<file path="src/hw/hub_identity_defines.vh">
// Constants for the hub identity and configuration register bank.
// Assumes an SMBus slave engine that presents decoded byte transfers.
`ifndef HUB_IDENTITY_DEFINES_VH
`define HUB_IDENTITY_DEFINES_VH

// Register offsets
`define OFS_STATUS_COMMAND   8'h00
`define OFS_VENDOR_ID_LOW    8'h01
`define OFS_VENDOR_ID_HIGH   8'h02
`define OFS_PRODUCT_ID_LOW   8'h03
`define OFS_PRODUCT_ID_HIGH  8'h04
`define OFS_DEVICE_ID_LOW    8'h05
`define OFS_DEVICE_ID_HIGH   8'h06
`define OFS_HUB_CONFIG_FIRST 8'h07
`define OFS_HUB_CONFIG_SECOND 8'h08
`define OFS_PROTECT_LAST     8'h10

// Reset value of every register
`define REG_RESET_VALUE      8'h00

// First configuration byte fields
`define CFG1_POWER_SOURCE    7
`define CFG1_LED_SUPPORT     6
`define CFG1_FULL_SPEED_ONLY 5
`define CFG1_PER_PORT_TT     4
`define CFG1_EOP_SUPPRESS    3
`define CFG1_OC_MODE_HI      2
`define CFG1_OC_MODE_LO      1
`define CFG1_PORT_POWER      0

// Second configuration byte fields
`define HUB_CONFIG_SECOND_DYNAMIC_POWER   7
`define HUB_CONFIG_SECOND_RESERVED_BIT    6
`define HUB_CONFIG_SECOND_KEPT_MASK       8'hBF

// Status/command lock flag position
`define STCD_LOCK_BIT        1

// Bank storage depth
`define BANK_DEPTH           8

`endif

</file>
<file path="src/hw/hub_byte_store.v">
// Small byte store for the identity and configuration bytes.
// Assumes one clock; read data come out of a register one cycle later.
`timescale 1ns/100ps

module hub_byte_store #(
    parameter DEPTH = 8,
    parameter AW    = 3
) (
    input  wire          i_clk,      // Core clock
    input  wire          i_reset,    // Synchronous reset, clears all
    input  wire          i_we,       // Write strobe
    input  wire [AW-1:0] i_waddr,    // Write index
    input  wire [7:0]    i_wdata,    // Write byte
    input  wire [AW-1:0] i_raddr,    // Read index
    output reg  [7:0]    o_rdata     // Registered read byte
);

    reg [7:0] mem [0:DEPTH-1];
    integer   k;

    // Storage; reset clears every byte so defaults are known
    always @(posedge i_clk) begin
        if (i_reset) begin
            for (k = 0; k < DEPTH; k = k + 1) begin
                mem[k] <= 8'h00;
            end
            o_rdata <= 8'h00;
        end else begin
            if (i_we) begin
                mem[i_waddr] <= i_wdata;
            end
            o_rdata <= mem[i_raddr];
        end
    end

endmodule

</file>
<file path="src/hw/hub_identity_config_registers.v">
// Identity and first two configuration bytes of a three-port hub.
// Assumes an SMBus slave engine on the same clock that decodes the
// protocol and presents each Write Byte / Read Byte as a one-cycle strobe.
`timescale 1ns/100ps
`include "hub_identity_defines.vh"

module hub_identity_config_registers (
    input  wire       i_clk,              // 125 MHz core clock
    input  wire       i_reset,            // Sync reset from pin, high
    input  wire       i_write_byte,       // Valid Write Byte strobe
    input  wire       i_read_byte,        // Valid Read Byte strobe
    input  wire       i_other_protocol,   // Any other protocol seen
    input  wire [7:0] i_command,          // Register offset of transfer
    input  wire [7:0] i_wdata,            // Byte to write
    input  wire       i_lock_set,         // Lock flag being set by host
    input  wire       i_local_power_sense_pin, // Local power present
    output reg  [7:0] o_rdata,            // Read byte
    output reg        o_rvalid,           // Read byte valid pulse
    output reg        o_write_refused,    // Write refused pulse
    output reg        o_config_lock_flag, // Lock flag state
    output reg  [7:0] o_vendor_code_low_byte,   // Vendor code low
    output reg  [7:0] o_vendor_code_high_byte,  // Vendor code high
    output reg  [7:0] o_product_code_low_byte,  // Product code low
    output reg  [7:0] o_product_code_high_byte, // Product code high
    output reg  [7:0] o_release_code_low_byte,  // Release code low
    output reg  [7:0] o_release_code_high_byte, // Release code high
    output reg        o_self_powered,     // Effective self power
    output reg        o_led_indicator_support,   // LED support
    output reg        o_full_speed_only,  // High speed removed
    output reg        o_per_port_translator_enable, // Multi translator
    output reg        o_frame_end_packet_suppress,  // EOF1 EOP off
    output reg  [1:0] o_overcurrent_sense_mode,     // Sense mode
    output reg        o_overcurrent_sense_off,      // Sensing disabled
    output reg        o_port_power_switch_mode,     // Per-port power
    output reg        o_dynamic_power_enable        // Auto switching
);

    // Offset to storage index; offsets 01h-08h map to 0-7
    function [2:0] slot;
        input [7:0] ofs;
        begin
            slot = ofs[2:0] - 3'h1;
        end
    endfunction

    // True for an offset held by this bank
    function in_bank;
        input [7:0] ofs;
        begin
            in_bank = (ofs >= `OFS_VENDOR_ID_LOW) &&
                      (ofs <= `OFS_HUB_CONFIG_SECOND);
        end
    endfunction

    // Sense pin passes two flops before use
    reg       sense_meta;
    reg       sense_sync;

    // Shadow copies of configuration bytes drive the decoded outputs
    reg [7:0] cfg_first;
    reg [7:0] cfg_second;

    reg       rd_pending;
    reg       rd_in_bank;
    reg       lock;
    reg       do_write;
    reg [7:0] kept_data;
    wire [7:0] store_rdata;

    // A write counts only on a Write Byte to a bank offset (01h-08h)
    // while unlocked; other protocols never reach the store
    always @* begin
        do_write  = i_write_byte && !i_other_protocol
                    && in_bank(i_command) && !lock;
        kept_data = i_wdata;
        if (i_command == `OFS_HUB_CONFIG_SECOND) begin
            kept_data = i_wdata & `HUB_CONFIG_SECOND_KEPT_MASK;
        end
    end

    hub_byte_store #(
        .DEPTH (`BANK_DEPTH),
        .AW    (3)
    ) u_store (
        .i_clk   (i_clk),
        .i_reset (i_reset),
        .i_we    (do_write),
        .i_waddr (slot(i_command)),
        .i_wdata (kept_data),
        .i_raddr (slot(i_command)),
        .o_rdata (store_rdata)
    );

    // Sense pin synchroniser
    always @(posedge i_clk) begin
        if (i_reset) begin
            sense_meta <= 1'b0;
            sense_sync <= 1'b0;
        end else begin
            sense_meta <= i_local_power_sense_pin;
            sense_sync <= sense_meta;
        end
    end

    // Lock flag; only the pin reset clears it, set is sticky
    always @(posedge i_clk) begin
        if (i_reset) begin
            lock <= 1'b0;
        end else if (i_lock_set && !i_other_protocol) begin
            lock <= 1'b1;
        end
    end

    // Identity bytes and configuration shadows follow accepted writes
    always @(posedge i_clk) begin
        if (i_reset) begin
            o_vendor_code_low_byte   <= `REG_RESET_VALUE;
            o_vendor_code_high_byte  <= `REG_RESET_VALUE;
            o_product_code_low_byte  <= `REG_RESET_VALUE;
            o_product_code_high_byte <= `REG_RESET_VALUE;
            o_release_code_low_byte  <= `REG_RESET_VALUE;
            o_release_code_high_byte <= `REG_RESET_VALUE;
            cfg_first                <= `REG_RESET_VALUE;
            cfg_second               <= `REG_RESET_VALUE;
        end else if (do_write) begin
            case (i_command)
                `OFS_VENDOR_ID_LOW:   o_vendor_code_low_byte <= kept_data;
                `OFS_VENDOR_ID_HIGH:  o_vendor_code_high_byte <= kept_data;
                `OFS_PRODUCT_ID_LOW:  o_product_code_low_byte <= kept_data;
                `OFS_PRODUCT_ID_HIGH: o_product_code_high_byte <= kept_data;
                `OFS_DEVICE_ID_LOW:   o_release_code_low_byte <= kept_data;
                `OFS_DEVICE_ID_HIGH:  o_release_code_high_byte <= kept_data;
                `OFS_HUB_CONFIG_FIRST:  cfg_first <= kept_data;
                `OFS_HUB_CONFIG_SECOND: cfg_second <= kept_data;
                default: ;
            endcase
        end
    end

    // Read answer two cycles after the strobe; offsets outside the
    // bank read zero, since the engine owns those registers
    always @(posedge i_clk) begin
        if (i_reset) begin
            rd_pending <= 1'b0;
            rd_in_bank <= 1'b0;
            o_rvalid   <= 1'b0;
            o_rdata    <= 8'h00;
        end else begin
            rd_pending <= i_read_byte && !i_other_protocol;
            rd_in_bank <= in_bank(i_command);
            o_rvalid   <= 1'b0;
            if (rd_pending) begin
                o_rvalid <= 1'b1;
                o_rdata  <= rd_in_bank ? store_rdata : 8'h00;
            end
        end
    end

    // Refusal pulse for writes blocked by the lock
    always @(posedge i_clk) begin
        if (i_reset) begin
            o_write_refused    <= 1'b0;
            o_config_lock_flag <= 1'b0;
        end else begin
            o_write_refused    <= i_write_byte && !i_other_protocol &&
                                  in_bank(i_command) && lock;
            o_config_lock_flag <= lock;
        end
    end

    // Decoded configuration fields for the hub core
    always @(posedge i_clk) begin
        if (i_reset) begin
            o_self_powered               <= 1'b0;
            o_led_indicator_support      <= 1'b0;
            o_full_speed_only            <= 1'b0;
            o_per_port_translator_enable <= 1'b0;
            o_frame_end_packet_suppress  <= 1'b0;
            o_overcurrent_sense_mode     <= 2'h0;
            o_overcurrent_sense_off      <= 1'b0;
            o_port_power_switch_mode     <= 1'b0;
            o_dynamic_power_enable       <= 1'b0;
        end else begin
            // Dynamic mode ignores the select bit and follows the pin
            if (cfg_second[`HUB_CONFIG_SECOND_DYNAMIC_POWER]) begin
                o_self_powered <= sense_sync;
            end else begin
                o_self_powered <= cfg_first[`CFG1_POWER_SOURCE];
            end
            o_led_indicator_support <= cfg_first[`CFG1_LED_SUPPORT];
            o_full_speed_only <= cfg_first[`CFG1_FULL_SPEED_ONLY];
            o_per_port_translator_enable <=
                cfg_first[`CFG1_PER_PORT_TT];
            o_frame_end_packet_suppress <=
                cfg_first[`CFG1_EOP_SUPPRESS];
            o_overcurrent_sense_mode <=
                cfg_first[`CFG1_OC_MODE_HI:`CFG1_OC_MODE_LO];
            // Upper bit alone disables sensing; host keeps it to bus power
            o_overcurrent_sense_off <= cfg_first[`CFG1_OC_MODE_HI];
            o_port_power_switch_mode <= cfg_first[`CFG1_PORT_POWER];
            o_dynamic_power_enable <= cfg_second[`HUB_CONFIG_SECOND_DYNAMIC_POWER];
        end
    end

endmodule

</file>
<file path="config.mk">
export PLATFORM = sky130hd
export DESIGN_NAME = hub_identity_config_registers
export DESIGN_NICKNAME = d
export VERILOG_FILES = /design/src/hw/hub_byte_store.v /design/src/hw/hub_identity_config_registers.v
export VERILOG_INCLUDE_DIRS = /design/src /design/src/hw
export SDC_FILE = /design/constraint.sdc
export NUM_CORES = 1
export LEC_CHECK = 0
export BUFFER_PORTS_ARGS = -buffer_cell sky130_fd_sc_hd__buf_2
export CAP_MARGIN = 30
export CORE_ASPECT_RATIO = 1.4
export CORE_MARGIN = 1.5
export CORE_UTILIZATION = 57
export DETAILED_ROUTE_END_ITERATION = 7
export HOLD_SLACK_MARGIN = 0.02
export PLACE_DENSITY = 0.76
export SYNTH_ARGS = -nofsm -noshare
export SYNTH_HDL_FRONTEND = slang
export SYNTH_HIERARCHICAL = 1
export SYNTH_SLANG_ARGS = --single-unit
</file>
<file path="constraint.sdc">
create_clock -name i_clk -period 3.85 [get_ports i_clk]
set_clock_uncertainty 0.1 [all_clocks]
set_input_delay 1.155 -clock i_clk [delete_from_list [all_inputs] [get_ports i_clk]]
set_output_delay 1.155 -clock i_clk [all_outputs]
set_load 0.02 [all_outputs]
</file>
==> results.txt, run 1 <==
TritonCTS created 17 clock buffers. In the final layout, the multi-input gates occupy 2390 µm². The starting density of the core came out at 0.580. The maximum fanout count along the critical path is 9. In this design, the stage delay of the slowest critical-path cell is 420 ps. The count of inserted antenna diode cells is 0. In this run the clock root is driven by a sky130_fd_sc_hd__clkbuf_16. The met3 track demand over resource is 0.0809. A synthesized cell averages 12.7 µm². From synthesis to final layout, the design area changed by 18.9%. The flow ran to the end, and the final reports show no timing, DRC or antenna violations. The total track usage is 0.248. The leakage power figure came out at 3.45 nW. The gate count of the mapped netlist is 490.

The via count of the first global-routing pass was 4078. The share of synthesized registers carrying an async set or reset is 0. The floorplan die width is 91.4 µm. The number of hold violations in the final report came out at 0. The clock latency of the later-clocked register in the worst-skew pair came out at 420 ps. In the final layout, the share of cells above drive strength 1 is 0.265. Setup repair after global routing left no endpoint under its margin. STA classifies the critical path endpoint as a register. With fillers left out, the area of the finished cells amounts to 7420 µm².

The number of nets produced by synthesis is 517. The buffer levels on the longest clock path is 2. The final route contains 3971 vias.

The initial antenna violation count is 0. The residual antenna-violating net count after detailed routing is 0. The category of the most critical setup path is in -> reg.

The number of nets at the end of the flow is 617. The first-pass GRT wire length came out at 21500 µm. The worst-case vdd ir drop is 0.375 mV. The count of maximum capacitance violations came out at 0. The area taken by flip-flops and latches came out at 3720 µm². The highest clock rate came out at 299 MHz. The overall die area came out at 11600 µm². The most used flip-flop cell after synthesis is sky130_fd_sc_hd__dfxtp_1. The number of buffers inserted by hold repair at cts came out at 0. The DRC violations left came out at 0. Clock tree synthesis found a total of 154 sinks. The number of failing setup endpoints in the final timing report came out at 0. The max-slew violation count came out at 0. STA classifies the critical path startpoint as a primary input. The first-pass detailed-route iteration total is 5.

The average wire per cell in the routed design came out at 17.7 µm. The initial DRC count came out at 252. The fraction of the yosys area taken by sequential cells is 0.597. The final period demand of the worst path is 3340 ps. The register clock-pin slew on the reported worst setup and hold paths came out at 70 ps.

The via density per instance came out at 5.34. The number of gates resized after CTS was 0. In this run the power density over the cells is 476 nW/µm². The count of filler cells inserted in the layout came out at 739. The cell row count came out at 45. The cell type group with the largest total delay on the critical path is simple AND/OR/NAND/NOR gates. The cell area after technology mapping came out at 6240 µm². The I/O pin count came out at 92. The half-perimeter wire length of the detailed placement result is 9120 µm.

The signal on the critical path passes through buf_2, inv_1, ha_1, nor2b_1, mux2i_1, and3_1, or3b_4, nor2_1, or2_2. The number of library cell types mapped by synthesis came out at 36. In this run the worst hold path is classified as reg -> reg.

At the worst endpoint, the arrival time is 3360 ps. The pin count of the biggest net entering global routing came out at 68. For this design, the slowest cell found on the critical path is sky130_fd_sc_hd__or3b_4. At the pin with the least slew margin, the transition time is 627 ps. sky130_fd_sc_hd__edfxtp_1 takes more of the synthesized area than any other cell. The warning count from the yosys run is 6. The number of synthesized flops with an enable pin is 64. Port buffering added 91 buffers.

The count of buffers added by post-CTS timing repair for setup came out at 0. The fraction of post-synthesis cell area in the top cell type by area is 0.308. Yosys instantiated no cell more often than sky130_fd_sc_hd__dfxtp_1.

The fraction of the cycle the final worst path needs came out at 0.868. Yosys attributes the largest share of cell area to sky130_fd_sc_hd__edfxtp_1 (31%), sky130_fd_sc_hd__dfxtp_1 (29%), sky130_fd_sc_hd__mux2i_1 (8.8%), sky130_fd_sc_hd__and2_1 (6.6%), sky130_fd_sc_hd__mux4_1 (3.4%). The final setup slack of the worst path is 509 ps. The CTS tree is done. The total number of H-tree levels is 4. The overall die height is 127 µm. The met2 routing resource usage after global routing is 0.428. For met1 alone, demand over resource in global routing was 0.282. The last weighted congestion value of the routability-driven placer is 0.791.

The register bit total from synthesis is 154. The number of buffers and inverters on the critical path is 2. The post-place setup slack is 89.5 ps. By count the netlist is led by sky130_fd_sc_hd__dfxtp_1 (90), sky130_fd_sc_hd__and2_1 (66), sky130_fd_sc_hd__edfxtp_1 (64). The residual overflow from global routing is 0. The worst slew margin relative to its limit came out at 0.581.

The final wirelength came out at 13200 µm. The instance area at placement came out at 6840 µm². The global-route layer with the greatest usage is met2. The area of the core came out at 10800 µm².

Data on the critical path is required at its endpoint by 3870 ps. For the final routed database, the setup TNS stands at 0 ps.
## layout by cell type (no fill, tap or decap), types with 2 or more instances in the layout
cell type,n
sky130_fd_sc_hd__nand2b_1,27
sky130_fd_sc_hd__nor2b_1,22
sky130_fd_sc_hd__buf_2,91
sky130_fd_sc_hd__nand3b_1,7
sky130_fd_sc_hd__nand4_1,2
sky130_fd_sc_hd__inv_1,4
sky130_fd_sc_hd__mux4_2,8
sky130_fd_sc_hd__nor2_1,54
sky130_fd_sc_hd__mux2i_1,55
sky130_fd_sc_hd__a21oi_1,9
sky130_fd_sc_hd__dfxtp_1,90
sky130_fd_sc_hd__clkinv_4,3
sky130_fd_sc_hd__o21ai_0,12
sky130_fd_sc_hd__inv_8,6
sky130_fd_sc_hd__and2_1,66
sky130_fd_sc_hd__mux4_1,8
sky130_fd_sc_hd__nand2_1,10
sky130_fd_sc_hd__nand4_4,2
sky130_fd_sc_hd__clkbuf_16,17
sky130_fd_sc_hd__ha_1,4
sky130_fd_sc_hd__nand4_2,3
sky130_fd_sc_hd__edfxtp_1,64
sky130_fd_sc_hd__buf_4,11
sky130_fd_sc_hd__nor3b_1,2
sky130_fd_sc_hd__or2_2,8
sky130_fd_sc_hd__inv_6,4
sky130_fd_sc_hd__nand3_1,2
## stage by stage
step                instances  total power, mW  utilization  hold slack [ps]
floorplan                 490             1.90            -              314
global placement          712             1.96        0.636              326
detailed placement        712             1.96        0.636              327
CTS                       744             3.55        0.690              344
global route              744             3.64        0.690              369
finish                    744             3.53        0.690              341
## report_power, final
part	leakage [nW]	internal, mW	switching, mW
Clock	0.283	0.866	0.738
Combinational	1.78	0.0748	0.111
Sequential	1.39	1.73	0.0127
## logic make-up after synthesis
group	Yosys count	synth area share
AND/OR/NAND/NOR	214	0.206
flip-flops	154	0.597
buffers and inverters	25	0.0208
adder cells (fa/ha/maj)	4	0.00802
AO/OA/AOI/OAI	21	0.0168
multiplexers	71	0.151
XOR/XNOR	1	0.00140
## final timing paths
| check | end | slack [ps] | from | depth (start not counted) |
|---|---|---|---|---|
| worst min-delay path | sense_sync | 340 | sense_meta | 1 |
| worst min register to register | sense_sync | 340 | sense_meta | 1 |
| worst max register to register | u_store/mem[6][4] | 1540 | lock | 5 |
| worst max-delay path | u_store/mem[6][4] | 510 | i_command[0] | 9 |
## routing by layer
metal	routed length, µm	up-vias	part of all wire
met3	733	25	0.056
met4	332	0	0.025
li1	-	1912	-
met2	6950	115	0.53
met5	0	-	0
met1	5180	1919	0.39
## flip-flops by register name, summed over array words and instances, names as in the netlist, 2 cells and up
name and count:
cfg_first 8, o_overcurrent_sense_mode 2, o_product_code_high_byte 8, o_product_code_low_byte 8, o_rdata 8, o_release_code_high_byte 8
o_release_code_low_byte 8, o_vendor_code_high_byte 8, o_vendor_code_low_byte 8, u_store/mem 64, u_store/o_rdata 8
## area by class of cell
cell class / count / share of cell area
sequential: 154 / 0.502
timing repair buffer: 102 / 0.0725
multi-input combinational: 311 / 0.322
tap: 141 / 0.0238
clock inverter: 15 / 0.0206
clock buffer: 17 / 0.0573
inverter: 4 / 0.00202
No activity file was read; power rests on OpenSTA's default activity.
==> inputs of run 2 (changes only) <==
--- a/config.mk
+++ b/config.mk
@@ -10,10 +10,10 @@
 export CAP_MARGIN = 30
 export CORE_ASPECT_RATIO = 1.4
 export CORE_MARGIN = 1.5
-export CORE_UTILIZATION = 57
+export CORE_UTILIZATION = 30
 export DETAILED_ROUTE_END_ITERATION = 7
 export HOLD_SLACK_MARGIN = 0.02
-export PLACE_DENSITY = 0.76
+export PLACE_DENSITY = 0.43
 export SYNTH_ARGS = -nofsm -noshare
 export SYNTH_HDL_FRONTEND = slang
 export SYNTH_HIERARCHICAL = 1
==> run 2 against run 1 <==
Effect of this change:
- sequential share of layout area shrank 0.98 points
- critical path depth is the same
- first-iteration DRC count shrank 54%
- maximum frequency grew 8.5%
- count of clock-buffer cells in the layout grew 1
- power shrank 0.60%
- setup slack gained 260 ps
- worst hold slack lost 1.1 ps
- clock power is essentially flat
- via count shrank 2.9%
- utilization shrank 32 points
- wire length grew 18%
==> results.txt, run 2 (synthesis gave the netlist of run 1 again) <==
The maximum fanout count along the critical path is 8. At the end of the flow, the number of nets in the layout was 620. Once layout is complete, the cells apart from fillers number 862. The register clock-pin slew on the reported worst setup and hold paths came out at 60 ps. The fraction of layout cells with a size suffix above 1 is 0.269. The number of CTS-inserted buffers came out at 17. The number of failing setup endpoints in the final timing report is 0. The worst min-delay path category is reg -> reg. The met1 layer wirelength in the final routing is 6280 µm.

The cell area power density is 464 nW/µm². The number of port buffers is 91. The fraction of the cycle the final worst path needs came out at 0.800. The last weighted congestion value of the routability-driven placer is 0.766. The count of maximum capacitance violations came out at 0. The register with the most flip-flops in the layout has 64 of them. The residual antenna-violating net count after detailed routing is 0. The final wirelength is 15600 µm. After detailed placement, the design holds a cell count of 830. At the worst endpoint, the arrival time is 3080 ps. Entering global routing, the biggest net connects 99 pins.

The overall die area is 21700 µm². The run finished with clean final reports. The cell row count came out at 62. Measured along the x axis, the die boundary spans 125 µm. The via density per instance came out at 4.47. The area overhead of the layout relative to synthesis is 21.2%. The highest metal layer carrying signal wires in the routed design is met4. The slew at the pin closest to its max-slew limit is 945 ps. Clock latency on the worst-skew pair, taken at its later pin, is 410 ps.

The buffer levels on the longest clock path came out at 2. In this run, post-CTS hold repair placed 0 buffers. Static timing analysis puts the maximum clock frequency at 325 MHz. The total number of H-tree levels is 4. The average wire per cell in the routed design came out at 18.1 µm. The number of sinks driven by the clock tree came out at 154. The wire-length estimate of the detail-placed layout is 10600 µm. The data required time of the critical path came out at 3850 ps.

Tracing the worst setup path back leads to its startpoint at i_command[0]. In this run the tightest slew margin relative to its limit is 0.370. The leakage power figure is 3.47 nW.

The first-pass GRT wire length came out at 24200 µm. The final period demand of the worst path came out at 3080 ps. Setup repair after global routing left no endpoint under its margin. The initial utilization of the core area, before any placement, comes to 0.305.

The first routing iteration left 117 violations. In the layout the commonest cells are sky130_fd_sc_hd__buf_2 (91), sky130_fd_sc_hd__dfxtp_1 (90), sky130_fd_sc_hd__and2_1 (66). 0 antenna diodes ended up in the layout.

The number of gates resized after CTS is 0. STA classifies the critical path startpoint as a primary input. The sum of met3 wire segment lengths after detailed routing came out at 479 µm. Leaving out fill and tap cells, the most frequent cell in the layout is sky130_fd_sc_hd__buf_2. Measured along the y axis, the die boundary spans 174 µm. The count of buffers added by post-CTS timing repair for setup came out at 0. The max-slew violation count came out at 0. The DRC violations left came out at 0. The number of hold violations in the final report came to 0. The worst setup path is of the in -> reg kind. Summed over all layers, the global routing overflow is 0. The initial antenna violation count is 0. 92 I/O pins were placed. The CTS tree is done. The total track usage came out at 0.150. IR analysis of the VDD net gives a maximum drop of 0.212 mV. The startpoint of the worst-slack reg-to-reg timing path is lock. The total number of vias is 3856.

The fraction of the core area covered by cells at the end of the flow is 0.370. The total negative setup slack came out at 0 ps. The root buffer cell chosen for the clock tree is sky130_fd_sc_hd__clkbuf_16. The via count of the first global-routing pass was 4049. The startpoint of the most critical hold path is sense_meta. The register with the most flip-flops in the final layout is u_store/mem. The first-pass detailed-route iteration total is 5.

The worst setup path is captured at a register. The area of the core came out at 20500 µm². The total length of routed met2 wires came out at 8660 µm.
run 2: cell types whose count changed in the layout (fill, tap and decap cells not counted):
cell                        change
sky130_fd_sc_hd__clkinv_2       +4
sky130_fd_sc_hd__clkinv_4       -1
sky130_fd_sc_hd__clkbuf_16      +1
sky130_fd_sc_hd__inv_8          -4
sky130_fd_sc_hd__inv_4          +1
sky130_fd_sc_hd__buf_4          +3
sky130_fd_sc_hd__clkinv_8       -1
run 2: report_power, final:
| part | switching (mW) | leakage (nW) | internal [mW] |
|---|---|---|---|
| Sequential | 0.0139 | 1.39 | 1.73 |
| Clock | 0.697 | 0.281 | 0.877 |
| Combinational | 0.119 | 1.79 | 0.0748 |
| Total | 0.830 | 3.47 | 2.68 |
run 2: worst paths after layout:
check                 endpoint  slack [ps]  depth (start not counted)
max          u_store/mem[6][6]         770                          9
min                 sense_sync         340                          1
max reg2reg  u_store/mem[6][6]        1740                          5
min reg2reg         sense_sync         340                          1
run 2: layout make-up:
class,count,area (µm²)
fillers,2054,12900
flip-flops and latches,154,3720
multi-input cells,311,2390
repair buffers,105,561
clock buffers,18,450
well taps,256,320
clock inverters,14,109
inverters,4,15.0
run 2: through the flow:
| stage | hold slack, ps | total power, mW | worst slack (ps) | area, µm² |
|---|---|---|---|---|
| final | 340 | 3.51 | 771 | 7570 |
| after global routing | 363 | 3.64 | 569 | 7570 |
| after CTS | 349 | 3.57 | 778 | 7570 |
| after detailed placement | 330 | 1.98 | 343 | 7010 |
| after global placement | 327 | 1.98 | 405 | 7010 |
| after floorplan | 314 | 1.90 | 427 | 6240 |
run 2: worst max-delay path: stages:
cell	delay, ps
sky130_fd_sc_hd__buf_2	120
sky130_fd_sc_hd__inv_1	70
sky130_fd_sc_hd__ha_1	170
sky130_fd_sc_hd__nor2b_1	280
sky130_fd_sc_hd__mux2i_1	270
sky130_fd_sc_hd__and3_1	200
sky130_fd_sc_hd__or3b_4	410
sky130_fd_sc_hd__nor2_1	160
sky130_fd_sc_hd__or2_2	250
run 2: metal layers:
| layer | global-route usage | vias to the layer above |
|---|---|---|
| met5 | 0 | - |
| met2 | 0.276 | 59 |
| met4 | 0.0511 | 0 |
| met1 | 0.169 | 1871 |
| li1 | - | 1917 |
| met3 | 0.0333 | 9 |
